**config.mk**
```make
export PLATFORM = sky130hd
export DESIGN_NAME = opd_top
export DESIGN_NICKNAME = d
export VERILOG_FILES = /design/src/hdl/opd_pkg.sv /design/src/hdl/opd_pre_if.sv /design/src/hdl/opd_prescaler.sv /design/src/hdl/opd_top.sv
export SDC_FILE = /design/constraint.sdc
export NUM_CORES = 1
export LEC_CHECK = 0
export ABC_CLOCK_PERIOD_IN_PS = 1400
export BUFFER_PORTS_ARGS = -buffer_cell sky130_fd_sc_hd__buf_4
export CORE_ASPECT_RATIO = 1.25
export CORE_MARGIN = 4
export CORE_UTILIZATION = 36
export DETAILED_ROUTE_END_ITERATION = 8
export GPL_TIMING_DRIVEN = 0
export PLACE_DENSITY = 0.54
export SETUP_SLACK_MARGIN = 0.15
export SYNTH_ARGS = -nofsm -noshare
export SYNTH_HDL_FRONTEND = slang
export SYNTH_SLANG_ARGS = --single-unit
```
**constraint.sdc**
```tcl
create_clock -name clk -period 1.4 [get_ports clk]
set_input_delay 0.07 -clock clk [delete_from_list [all_inputs] [get_ports clk]]
set_output_delay 0.07 -clock clk [all_outputs]
set_load 0.02 [all_outputs]
```
**src/hdl/opd_pkg.sv**
```systemverilog
// package: constants for the oscillator, prescaler and peripheral divider
package opd_pkg;

   // ==================================================================
   // timing
   localparam int CLK_PERIOD_NS = 50;         // 20 MHz oscillator model
   localparam int STAB_TIME_NS  = 100000;     // oscillator settling time
   localparam int STAB_CYCLES   =
      (STAB_TIME_NS + CLK_PERIOD_NS - 1) / CLK_PERIOD_NS;  // rounded up
   localparam int STAB_W        = $clog2(STAB_CYCLES + 1);

   // ==================================================================
   // prescaler ratios
   localparam int PRE_RATIO_CERAMIC = 12;
   localparam int PRE_RATIO_CR      = 6;
   localparam int PRE_W             = 4;

   // ==================================================================
   // peripheral divider layout (bit k toggles at fdvin / 2^(k+1))
   localparam int DIV_W       = 14;
   localparam int TAP_NOISE   = 2;            // fdvin/8
   localparam int TAP_BZ_LOW  = 3;            // fdvin/16
   localparam int TAP_BZ_HIGH = 2;            // fdvin/8
   localparam int TAP_FREQ_OUT_SIGNAL_LO = 6;            // fdvin/128, slowest freq tap
   localparam int TAP_TIMER   = 6;            // fdvin/128
   localparam int TAP_SWATCH  = 6;            // fdvin/128
   localparam int TAP_FRAME   = 9;            // fdvin/1024
   localparam int TAP_TDATA   = 10;           // lowest timer data bit
   localparam int TICK_FAST   = 10;           // wrap span 1024
   localparam int TICK_MED    = 12;           // wrap span 4096
   localparam int TICK_SLOW   = 14;           // wrap span 16384

   // ==================================================================
   // one-third-duty frame: toggles every 384 divider inputs (/768)
   localparam int FR3_HALF = 384;
   localparam int FR3_W    = 9;

   // ==================================================================
   // reset values
   localparam logic [DIV_W-1:0] DIV_RST = 14'h0000;
   localparam logic [FR3_W-1:0] FR3_RST = 9'h000;
   localparam logic [PRE_W-1:0] PRE_RST = 4'h0;

   // oscillator state
   typedef enum logic [1:0] {
      OPD_RUN,
      OPD_SLEEP,
      OPD_START
   } opd_osc_e;

endpackage : opd_pkg

```
**src/hdl/opd_pre_if.sv**
```systemverilog
// interface: link between the top and the prescaler
`timescale 1ns/100ps
interface opd_pre_if;
   logic ce;          // global clock enable
   logic run;         // oscillator running
   logic dvin_tick;   // one pulse per divider input period

   modport pre (input ce, input run, output dvin_tick);
   modport top (output ce, output run, input dvin_tick);
endinterface : opd_pre_if

```
**src/hdl/opd_prescaler.sv**
```systemverilog
// prescaler: makes the divider input enable from the oscillator clock
`timescale 1ns/100ps
module opd_prescaler
   import opd_pkg::*;
#(
   parameter bit HIGH_SPEED = 1'b0,   // high-speed variant
   parameter bit OSC_ALT    = 1'b0    // 1: resistor-capacitor source
) (
   input wire logic clk,              // oscillator clock
   input wire logic rst,              // async reset, active high
   opd_pre_if.pre   p                 // enable in, tick out
);

   localparam logic [PRE_W-1:0] LAST =
      OSC_ALT ? PRE_W'(PRE_RATIO_CR - 1) : PRE_W'(PRE_RATIO_CERAMIC - 1);

   logic [PRE_W-1:0] cnt_r;

   // ==================================================================
   // modulo counter, cleared by reset so the phase is known
   always_ff @(posedge clk or posedge rst) begin
      if (rst) begin
         cnt_r <= PRE_RST;
      end else if (p.ce && p.run && HIGH_SPEED) begin
         cnt_r <= (cnt_r == LAST) ? PRE_RST : cnt_r + 4'h1;
      end
   end

   // low-speed parts pass every oscillator cycle straight through
   assign p.dvin_tick = p.ce && p.run &&
                        (!HIGH_SPEED || cnt_r == LAST);

endmodule : opd_prescaler

```
**src/hdl/opd_top.sv**
```systemverilog
// top: oscillator control, prescaler and peripheral divider taps
//
// Behaviour
// - oscillator source is a build-time parameter, never software set
// - high-speed part prescales by twelve (ceramic) or six (CR)
// - low-speed part feeds the oscillator straight into the divider
// - core runs on the undivided oscillator clock in every build
// - noise rejection sampling clock is divider input over eight
// - buzzer tones at input/16 and input/8; frequency taps /128 to /1
// - LCD frame is input/1024, or input/768 for one-third duty
// - clock timer counts on the input/128 tap
// - timer data bits 3..0 toggle at input/16384, 8192, 4096, 2048
// - fast, medium, slow ticks at input/1024, /4096, /16384
// - stopwatch is clocked from the input/128 tap
// - serial interface clock is the undivided oscillator clock
// - sleep exists only in CR low-speed or high-speed builds, by option
// - sleep instruction stops oscillator, core and all divider clocks
// - port interrupt ends sleep; software waits for oscillator settling
// - with sleep built in, oscillation detection is unavailable
`timescale 1ns/100ps
module opd_top
   import opd_pkg::*;
#(
   parameter bit HIGH_SPEED = 1'b0,  // 1: high-speed variant
   parameter bit OSC_ALT    = 1'b0,  // 0: crystal/ceramic, 1: CR
   parameter bit SLEEP_OPT  = 1'b0   // sleep function selected
) (
   input  wire logic       clk,               // oscillator clock
   input  wire logic       rst,               // initial reset
   input  wire logic       ce,                // clock enable
   input  wire logic       enter_sleep_op,    // sleep instruction pulse
   input  wire logic       port_wake,         // input port interrupt
   input  wire logic       duty_third,        // 1: one-third duty drive
   input  wire logic [2:0] freq_sel,          // 0:/128 .. 7:/1
   output logic            cpu_clk_en,        // core clock enable
   output logic            serial_clk_en,     // serial clock enable
   output logic            osc_running,       // oscillator on
   output logic            osc_stable,        // settling time elapsed
   output logic            osc_detect_avail,  // oscillation detect usable
   output logic            noise_clk,         // noise filter sampling
   output logic            buzzer_low_tone,   // low buzzer tone
   output logic            buzzer_high_tone,  // high buzzer tone
   output logic            freq_out_signal,   // selected frequency tap
   output logic            lcd_frame_signal,  // lcd frame square wave
   output logic            timer_clk,         // clock timer input
   output logic            stopwatch_clk,     // stopwatch input
   output logic [3:0]      timer_data,        // clock timer data bits
   output logic            fast_tick_flag,    // /1024 tick pulse
   output logic            medium_tick_flag,  // /4096 tick pulse
   output logic            slow_tick_flag     // /16384 tick pulse
);

   // sleep only in the CR low-speed part or the high-speed part
   localparam bit SLEEP_OK = SLEEP_OPT && (HIGH_SPEED || OSC_ALT);

   opd_osc_e           state_r;
   logic [STAB_W-1:0]  stab_r;
   logic [DIV_W-1:0]   div_r;
   logic [FR3_W-1:0]   fr3_cnt_r;
   logic               fr3_r;
   logic               run;
   logic               tick;
   logic [2:0]         wrap;
   logic [7:0]         freq_out_signal_taps;

   opd_pre_if pre_bus ();

   // ==================================================================
   // prescaler, source chosen at build time only
   assign pre_bus.ce  = ce;
   assign pre_bus.run = run;
   assign tick        = pre_bus.dvin_tick;

   opd_prescaler #(
      .HIGH_SPEED (HIGH_SPEED),
      .OSC_ALT    (OSC_ALT)
   ) u_pre (
      .clk (clk),
      .rst (rst),
      .p   (pre_bus)
   );

   // ==================================================================
   // oscillator state: running, stopped, restarting
   assign run = (state_r != OPD_SLEEP);

   always_ff @(posedge clk or posedge rst) begin
      if (rst) begin
         state_r <= OPD_RUN;
      end else if (ce) begin
         case (state_r)
            OPD_RUN: begin
               if (enter_sleep_op && SLEEP_OK) begin
                  state_r <= OPD_SLEEP;
               end
            end
            OPD_SLEEP: begin
               if (port_wake) begin
                  state_r <= OPD_START;
               end
            end
            OPD_START: begin
               if (stab_r == '0) begin
                  state_r <= OPD_RUN;
               end
            end
            default: begin
               state_r <= OPD_RUN;
            end
         endcase
      end
   end

   // settling countdown; divider runs meanwhile, software must wait
   always_ff @(posedge clk or posedge rst) begin
      if (rst) begin
         stab_r <= '0;
      end else if (ce) begin
         if (state_r == OPD_SLEEP && port_wake) begin
            stab_r <= STAB_W'(STAB_CYCLES - 1);
         end else if (state_r == OPD_START && stab_r != '0) begin
            stab_r <= stab_r - 1'b1;
         end
      end
   end

   // ==================================================================
   // peripheral divider chain and one-third-duty frame counter
   always_ff @(posedge clk or posedge rst) begin
      if (rst) begin
         div_r <= DIV_RST;
      end else if (tick) begin
         div_r <= div_r + 14'h0001;
      end
   end

   // 768 is not a power of two, so it gets its own modulo-384 stage
   always_ff @(posedge clk or posedge rst) begin
      if (rst) begin
         fr3_cnt_r <= FR3_RST;
         fr3_r     <= 1'b0;
      end else if (tick) begin
         if (fr3_cnt_r == FR3_W'(FR3_HALF - 1)) begin
            fr3_cnt_r <= FR3_RST;
            fr3_r     <= ~fr3_r;
         end else begin
            fr3_cnt_r <= fr3_cnt_r + 9'h001;
         end
      end
   end

   // ==================================================================
   // tick flags: a pulse when the low span of the divider wraps
   localparam int TICK_SPAN [3] = '{TICK_FAST, TICK_MED, TICK_SLOW};
   logic [2:0] tick_r;

   generate
      for (genvar g = 0; g < 3; g++) begin : g_tick
         assign wrap[g] = tick && (&div_r[TICK_SPAN[g]-1:0]);
         always_ff @(posedge clk or posedge rst) begin
            if (rst) begin
               tick_r[g] <= 1'b0;
            end else if (ce) begin
               tick_r[g] <= wrap[g];
            end
         end
      end
   endgenerate

   assign fast_tick_flag   = tick_r[0];
   assign medium_tick_flag = tick_r[1];
   assign slow_tick_flag   = tick_r[2];

   // ==================================================================
   // frequency taps: index 0 is /128, index 7 is the divider input
   // itself; in low-speed builds /1 therefore reads as a steady high
   assign freq_out_signal_taps = {tick, div_r[0], div_r[1], div_r[2],
                       div_r[3], div_r[4], div_r[5], div_r[TAP_FREQ_OUT_SIGNAL_LO]};

   // ==================================================================
   // registered tap outputs
   always_ff @(posedge clk or posedge rst) begin
      if (rst) begin
         noise_clk        <= 1'b0;
         buzzer_low_tone  <= 1'b0;
         buzzer_high_tone <= 1'b0;
         freq_out_signal  <= 1'b0;
         lcd_frame_signal <= 1'b0;
         timer_clk        <= 1'b0;
         stopwatch_clk    <= 1'b0;
         timer_data       <= 4'h0;
      end else if (ce) begin
         noise_clk        <= div_r[TAP_NOISE];
         buzzer_low_tone  <= div_r[TAP_BZ_LOW];
         buzzer_high_tone <= div_r[TAP_BZ_HIGH];
         freq_out_signal  <= freq_out_signal_taps[freq_sel];
         lcd_frame_signal <= duty_third ? fr3_r
                                        : div_r[TAP_FRAME];
         timer_clk        <= div_r[TAP_TIMER];
         stopwatch_clk    <= div_r[TAP_SWATCH];
         timer_data       <= div_r[TAP_TDATA+3:TAP_TDATA];
      end
   end

   // ==================================================================
   // core and serial enables follow the oscillator, undivided
   always_ff @(posedge clk or posedge rst) begin
      if (rst) begin
         cpu_clk_en       <= 1'b0;
         serial_clk_en    <= 1'b0;
         osc_running      <= 1'b0;
         osc_stable       <= 1'b0;
         osc_detect_avail <= 1'b0;
      end else if (ce) begin
         cpu_clk_en       <= run;
         serial_clk_en    <= run;
         osc_running      <= run;
         osc_stable       <= (state_r == OPD_RUN);
         osc_detect_avail <= !SLEEP_OK;
      end
   end

   // cycles between divider input pulses, only counted while enabled
   logic [PRE_W-1:0] gap_r;
   logic             seen_r;
   always_ff @(posedge clk or posedge rst) begin
      if (rst) begin
         gap_r  <= PRE_RST;
         seen_r <= 1'b0;
      end else if (ce && run) begin
         gap_r  <= tick ? 4'h1 : gap_r + 4'h1;
         seen_r <= seen_r | tick;
      end
   end

   localparam logic [PRE_W-1:0] RATIO =
      OSC_ALT ? PRE_W'(PRE_RATIO_CR) : PRE_W'(PRE_RATIO_CERAMIC);
endmodule : opd_top

```
==> impl_metrics.csv, run 1 <==
group,metric,value,unit
run_status,status,"completed",
power,leakagePower,1.10,nW
layout,utilization,53.1,%
die,dieArea,0.00594,sq mm
hold_path,hold_path_class,"primary input to flip-flop",
die,core,0.00449,sq mm
layout,nNetsFinal,205,
setup_path,reg2regPathDepth,5,
setup_path,critical_path.max_stage_delay,0.40,ns
setup_path,cp_max_fo,3,
route,wl_per_cell,15.1,microns
yosys,synth_area,0.00172,sq mm
layout,syn2layout_area_growth,39.2,%
clocking,ctsHtreeMaxLevel,2,
clocking,cts_buffers,5,
grt,grt_pass1_wl,6740,microns
layout,layout.cells.non_filler,253,
setup_path,criticalPathCategory,"flip-flop to flip-flop",
place,placed_cells,227,
sta,finalCriticalPeriod,1.39,ns
sta,hold_viol,0,
sta,worst_pin_slew,0.539,ns
route,detail-route-antenna-nets,0,
die,die_x,69.7,microns
grt,grt_overflow_total,0,
clocking,cts.sinks,37,
setup_path,path_buf_inv,0,
yosys,synth_cells,144,
layout,drive_gt1_share,51.3,%
power,max-vdd-ir-drop,1.14,mV
setup_path,slowest_stage,"dfrtp_2",
place,io_buffers,24,
flow_run,drv_cap,0,
clocking,cts_buffer_depth,2,
layout,final_area,0.00239,sq mm
layout,fill_cells,389,
sta,rsz0062_at_grt,"true",
sta,slew_headroom,64.1,%
die,io_pins,28,
route,avgViaCountPerCell,5.04,
setup_path,critical_path.top_delay_family,"simple AND/OR/NAND/NOR gates",
yosys,ys_types,37,
place,placed_cell_area,0.00202,sq mm
route,vias,1276,
layout,top_regs,"div_r: 14 flops, fr3_cnt_r: 9 flops, timer_data: 4 flops",
setup_path,worst-path-stages,5,
clocking,path_clk_slew,0.07,ns
yosys,yosys_warnings,0,
layout,regMostFlops,"div_r",
grt,antenna_found_initial,0,
setup_path,startpoint_type,"flip-flop",
setup_path,endpoint_kind,"flip-flop",
yosys,syn-num-nets,155,
sta,setup_violations,0,
sta,fin_skew,0.00530,ns
route,drc,0,
yosys,syn_avg_cell_area,11.9,sq um
grt,grt_pass1_vias,1382,
hold_path,min_path_cells,3,
route,drtIter0Drc,43,
yosys,yosysSeqAreaShare,54.0,%
setup_path,worstPathCellList,"ha_4 > and4_4 > nand4_4 > or2_4 > xnor2_2",
yosys,yosys_register_bits,37,
sta,slew_viol_final,0,
route,firstDrtPassIters,4,
power,total_power,3.66,mW
place,pre_cts_slack,-0.164,ns
grt,grt_usage,13.9,%
sta,max_freq,721,MHz
layout,diodes,0,
power,powerDensity,1530,mW/mm^2
place,gp_congestion,0.768,
clocking,cts_tree,"yes",
grt,grt_max_degree,20,
setup_path,arrival,1.55,ns
sta,timing.final.crit_share,99.1,%
clocking,root_buffer,"clkbuf_8",
place,dp_hpwl,2460,microns
die,die_h,85.2,microns
die,fp-row-count,27,
layout,largest_reg_flops,14,
setup_path,cp_data_required_time,1.57,ns
die,initial_utilization,38.2,%
sta,setup_slack,0.0128,ns
clocking,clkLatencyLatePin,0.28,ns
route,wl,3810,microns
metal layers:
layer  vias up  part of all wire (%)  GRT usage, %
met5         -                     0             0
met4         0                   1.5          5.23
met2        29                    53          25.1
met1       643                    41          15.5
li1        597                     -             -
met3         7                   4.8          4.15
metrics by stage:
step | hold slack (ns) | setup TNS, ns
2_1_floorplan | 0.250 | -0.0649
3_3_place_gp | 0.384 | -0.695
3_5_place_dp | 0.283 | -0.389
4_1_cts | 0.0874 | 0
5_1_grt | 0.102 | -0.138
6_report | 0.0974 | 0
Yosys cell counts, drive strengths merged:
library cell  count  area, sq um
inv               5         18.8
or2               2         15.0
a21oi             2         10.0
and4              2         20.0
nor3              2         10.0
o31ai             1         7.51
dfrtp            37          926
nand2b            2         12.5
clkbuf            1         3.75
ha                2         25.0
mux2             11          124
nand4             8         71.3
nand3b            1         7.51
xor2              9         78.8
o211ai            1         7.51
xnor2             9         86.3
and3              1         7.51
o2bb2ai           2         23.8
and2              1         6.26
o21ai             7         35.0
buf               8         57.6
o311ai            1         8.76
nand3             3         15.0
nor4              2         27.5
nor2              7         26.3
mux2i             2         20.0
or3               1         6.26
nand2            13         48.8
o221ai            1         8.76
final timing paths:
check                                startpoint                            to  slack (ns)
setup / recovery           div_r[0]$_DFFE_PP0P_         div_r[12]$_DFFE_PP0P_        0.01
hold / removal                       duty_third  lcd_frame_signal$_DFFE_PP0P_         0.1
setup reg to reg           div_r[0]$_DFFE_PP0P_         div_r[12]$_DFFE_PP0P_        0.01
hold reg to reg               fr3_r$_DFFE_PP0P_             fr3_r$_DFFE_PP0P_        0.48
max in group asynchronous                   rst          div_r[2]$_DFFE_PP0P_        0.59
min in group asynchronous                   rst      fr3_cnt_r[7]$_DFFE_PP0P_        0.36
tightest hold or removal path, stage by stage:
cell and delay (ns):
buf_4 0.08, mux2i_1 0.06, a21oi_1 0.13
power by group:
part           switching [mW]  internal [mW]
clock network           0.364          0.581
logic                   0.498          0.641
registers               0.274           1.30
area by class of cell:
type                       instances  area [sq um]  share of cell area (%)
clock inverter                     1          30.0                    1.26
buffer                             9          61.3                    2.57
clock buffer                       7          86.3                    3.62
multi-input combinational         93           830                    34.7
sequential                        37           936                    39.2
inverter                           5          22.5                   0.943
tap                               58          72.6                    3.04
timing repair buffer              43           349                    14.6
placed cells by master, fill, tap and decap left out, types with 4 or more instances in the layout:
cell type,Yosys,final
nand4_1,6,6
clkbuf_8,0,6
dfrtp_2,0,8
nor2_1,7,4
buf_4,7,47
xnor2_1,8,7
dfrtp_1,37,29
mux2_2,11,10
inv_1,5,4
xor2_1,9,8
nand2_1,13,13
o21ai_1,0,4
cell families (layout without fill, tap and decap cells):
kind of cell             count (synthesis)  in the layout  synth area share (%)
XOR/XNOR                                18             18                  9.63
flip-flops                              37             37                  54.0
AO/OA/AOI/OAI                           15             15                  5.91
AND/OR/NAND/NOR                         45             45                  16.0
multiplexers                            13             13                  8.39
adder cells (fa/ha/maj)                  2              2                  1.46
buffers and inverters                   14             65                  4.67
what timing repair did:
item                                    4_1_cts  5_1_grt
resized for setup                            17       13
hold buffers                                  1        0
pin swaps                                    11        7
endpoints found under the setup margin       16       25
hold endpoints to repair                     18        0
setup buffers                                12        5
Power figures use the tool's default switching activity.
==> run 2: changes to the inputs <==
--- a/config.mk
+++ b/config.mk
@@ -5,6 +5,7 @@
 export SDC_FILE = /design/constraint.sdc
 export NUM_CORES = 1
 export LEC_CHECK = 0
+export ABC_AREA = 1
 export ABC_CLOCK_PERIOD_IN_PS = 1400
 export BUFFER_PORTS_ARGS = -buffer_cell sky130_fd_sc_hd__buf_4
 export CORE_ASPECT_RATIO = 1.25
==> impl_metrics.csv, run 2 <==
group,metric,value,unit
run_status,status,"completed",
route,drc,0,
route,detail-route-antenna-nets,0,
sta,slew_viol_final,0,
setup_path,startpoint_type,"flip-flop",
route,firstDrtPassIters,4,
clocking,ctsHtreeMaxLevel,2,
yosys,synth_top_area_cell,"dfrtp_1",
sta,setup_slack,0.137,ns
layout,regMostFlops,"div_r",
grt,grt_overflow_total,0,
setup_path,critical_path.top_delay_family,"simple AND/OR/NAND/NOR gates",
clocking,cts_buffer_depth,2,
yosys,synthArstFlopShare,100,%
yosys,synth_cells,223,
hold_path,hold_path_class,"primary input to flip-flop",
die,die_h,88.3,microns
place,placed_cells,308,
setup_path,slowest_stage,"dfrtp_1",
die,die_x,72.2,microns
yosys,yosys_warnings,0,
power,leakagePower,1.19,nW
setup_path,criticalPathCategory,"flip-flop to flip-flop",
layout,nNetsFinal,272,
die,core,0.00487,sq mm
yosys,synth.area.top_cells,"dfrtp_1 50%, nand2_1 13%, inv_1 5.7%",
sta,rsz0062_at_grt,"true",
place,io_buffers,25,
grt,grt_max_degree,38,
clocking,root_buffer,"clkbuf_8",
power,total_power,3.42,mW
die,dieArea,0.00638,sq mm
sta,slew_headroom,49.1,%
layout,final_cell_mix,"64 x nand2_1, 37 x buf_4, 36 x dfrtp_1",
yosys,synthTopCellsByCount,"64 x nand2_1, 37 x dfrtp_1, 28 x inv_1",
hold_path,min_path_cells,3,
sta,max_freq,792,MHz
die,io_pins,28,
layout,syn2layout_area_growth,24.8,%
yosys,synth_most_common_cell,"nand2_1",
yosys,yosys.area.top_type_share,49.9,%
setup_path,endpoint_kind,"flip-flop",
yosys,synth_area,0.00186,sq mm
clocking,cts_buffers,5,
setup_path,worst-path-stages,5,
clocking,cts.sinks,37,
yosys,yosys_register_bits,37,
route,wl_per_cell,12.1,microns
clocking,path_clk_slew,0.07,ns
layout,layout.cells.non_filler,322,
die,fp-row-count,28,
route,avgViaCountPerCell,4.63,
grt,antenna_found_initial,0,
grt,grt_pass1_wl,6820,microns
place,gp_congestion,0.793,
route,wl,3910,microns
sta,setup_violations,0,
layout,drive_gt1_share,27.1,%
layout,diodes,0,
grt,grt_pass1_vias,1490,
flow_run,drv_cap,0,
setup_path,arrival,1.44,ns
route,vias,1492,
sta,worst_pin_slew,0.762,ns
sta,fin_skew,0.00582,ns
yosys,syn-num-nets,234,
power,max-vdd-ir-drop,0.603,mV
setup_path,path_buf_inv,0,
setup_path,critical_path.max_stage_delay,0.38,ns
route,drtIter0Drc,55,
place,pre_cts_slack,0.0336,ns
clocking,clkLatencyLatePin,0.29,ns
setup_path,cp_max_fo,4,
yosys,yosysSeqAreaShare,49.9,%
sta,finalCriticalPeriod,1.26,ns
sta,timing.final.crit_share,90.2,%
layout,top_regs,"div_r: 14 flops, fr3_cnt_r: 9 flops, timer_data: 4 flops",
clocking,cts_tree,"yes",
layout,largest_reg_flops,14,
place,dp_hpwl,2730,microns
yosys,synth_ff_type,"dfrtp_1",
setup_path,reg2regPathDepth,5,
grt,grt_usage,13.6,%
layout,final_common_cell,"nand2_1",
die,initial_utilization,38.1,%
yosys,ys_types,23,
yosys,synth_edf_count,0,
power,powerDensity,1480,mW/mm^2
sta,fin_setup_tns,0,ns
sta,hold_viol,0,
setup_path,worstPathCellList,"ha_2 > nand3_2 > nor2_4 > nand3_4 > xor2_1",
yosys,syn_avg_cell_area,8.33,sq um
setup_path,cp_data_required_time,1.57,ns
sta,timing.hold.ws,0.0373,ns
run 2: cell count changes after synthesis, moves of 3 or more:
cell     before  now
xnor2_1       8    2
nor2_2        0    3
nand2_2       0    6
mux2_2       11    0
nand2_1      13   64
inv_1         5   28
nand3_1       3   18
xor2_1        9   12
nor2_4        0    3
nor2_1        7   15
run 2: worst paths after layout:
| path | start | end | slack (ns) |
|---|---|---|---|
| max reg2reg | fr3_cnt_r[1]$_DFFE_PP0P_ | fr3_r$_DFFE_PP0P_ | 0.14 |
| min in group asynchronous | rst | lcd_frame_signal$_DFFE_PP0P_ | 0.49 |
| min | duty_third | lcd_frame_signal$_DFFE_PP0P_ | 0.04 |
| max in group asynchronous | rst | div_r[3]$_DFFE_PP0P_ | 0.38 |
| min reg2reg | slow_tick_flag$_DFFE_PP0P_ | slow_tick_flag$_DFFE_PP0P_ | 0.48 |
| max | fr3_cnt_r[1]$_DFFE_PP0P_ | fr3_r$_DFFE_PP0P_ | 0.14 |
run 2: tightest hold or removal path, stage by stage:
cell	delay, ns
buf_4	0.09
o211ai_1	0.08
nand2_1	0.06
run 2: what timing repair did:
item                                    in CTS  in global routing
hold buffers                                 1                  0
buffers inserted                             2                  3
endpoints found under the hold margin       37                  0
pin swaps                                    0                  8
resized for setup                            3                 15
endpoints found under the setup margin      12                 17
run 2: logic make-up (layout without fill, tap and decap cells):
| kind of cell | Yosys count | count (layout) | share of synthesized area (%) |
|---|---|---|---|
| buffers and inverters | 39 | 78 | 9.37 |
| AOI/OAI and AO/OA | 11 | 11 | 3.17 |
| xor gates and xnor gates | 14 | 14 | 6.60 |
| adders and majority gates | 2 | 2 | 1.35 |
| DFF | 37 | 37 | 49.9 |
| and+or+nand+nor | 120 | 120 | 29.7 |
run 2: final cells by class:
| class | instances | area (sq um) |
|---|---|---|
| Timing Repair Buffer | 31 | 235 |
| Clock buffer | 8 | 80.1 |
| Tap cell | 60 | 75.1 |
| Multi-Input combinational cell | 147 | 826 |
| Fill cell | 485 | 2550 |
| Sequential cell | 37 | 927 |
| Inverter | 29 | 109 |
| Buffer | 10 | 65.1 |
run 2: per-layer routing:
layer  global-route usage, %  wire length [microns]  part of all wire [%]
met5                       0                      0                     0
met4                    4.62                     56                   1.4
met3                    2.84                    121                   3.1
met2                    23.8                   2020                    52
met1                    16.7                   1720                    44
run 2: through the flow:
stage	cell area [sq um]	util (%)
final	2320	47.6
after global routing	2320	47.6
after CTS	2240	46.0
after detailed placement	2120	43.5
after global placement	2120	43.5
after floorplan	1860	-
run 2: power breakdown:
part	internal, mW	leakage, nW	total (mW)	switching (mW)
clock network	0.354	0.0395	0.718	0.364
registers	1.33	0.443	1.63	0.297
logic	0.460	0.704	1.08	0.618
total	2.14	1.19	3.42	1.28
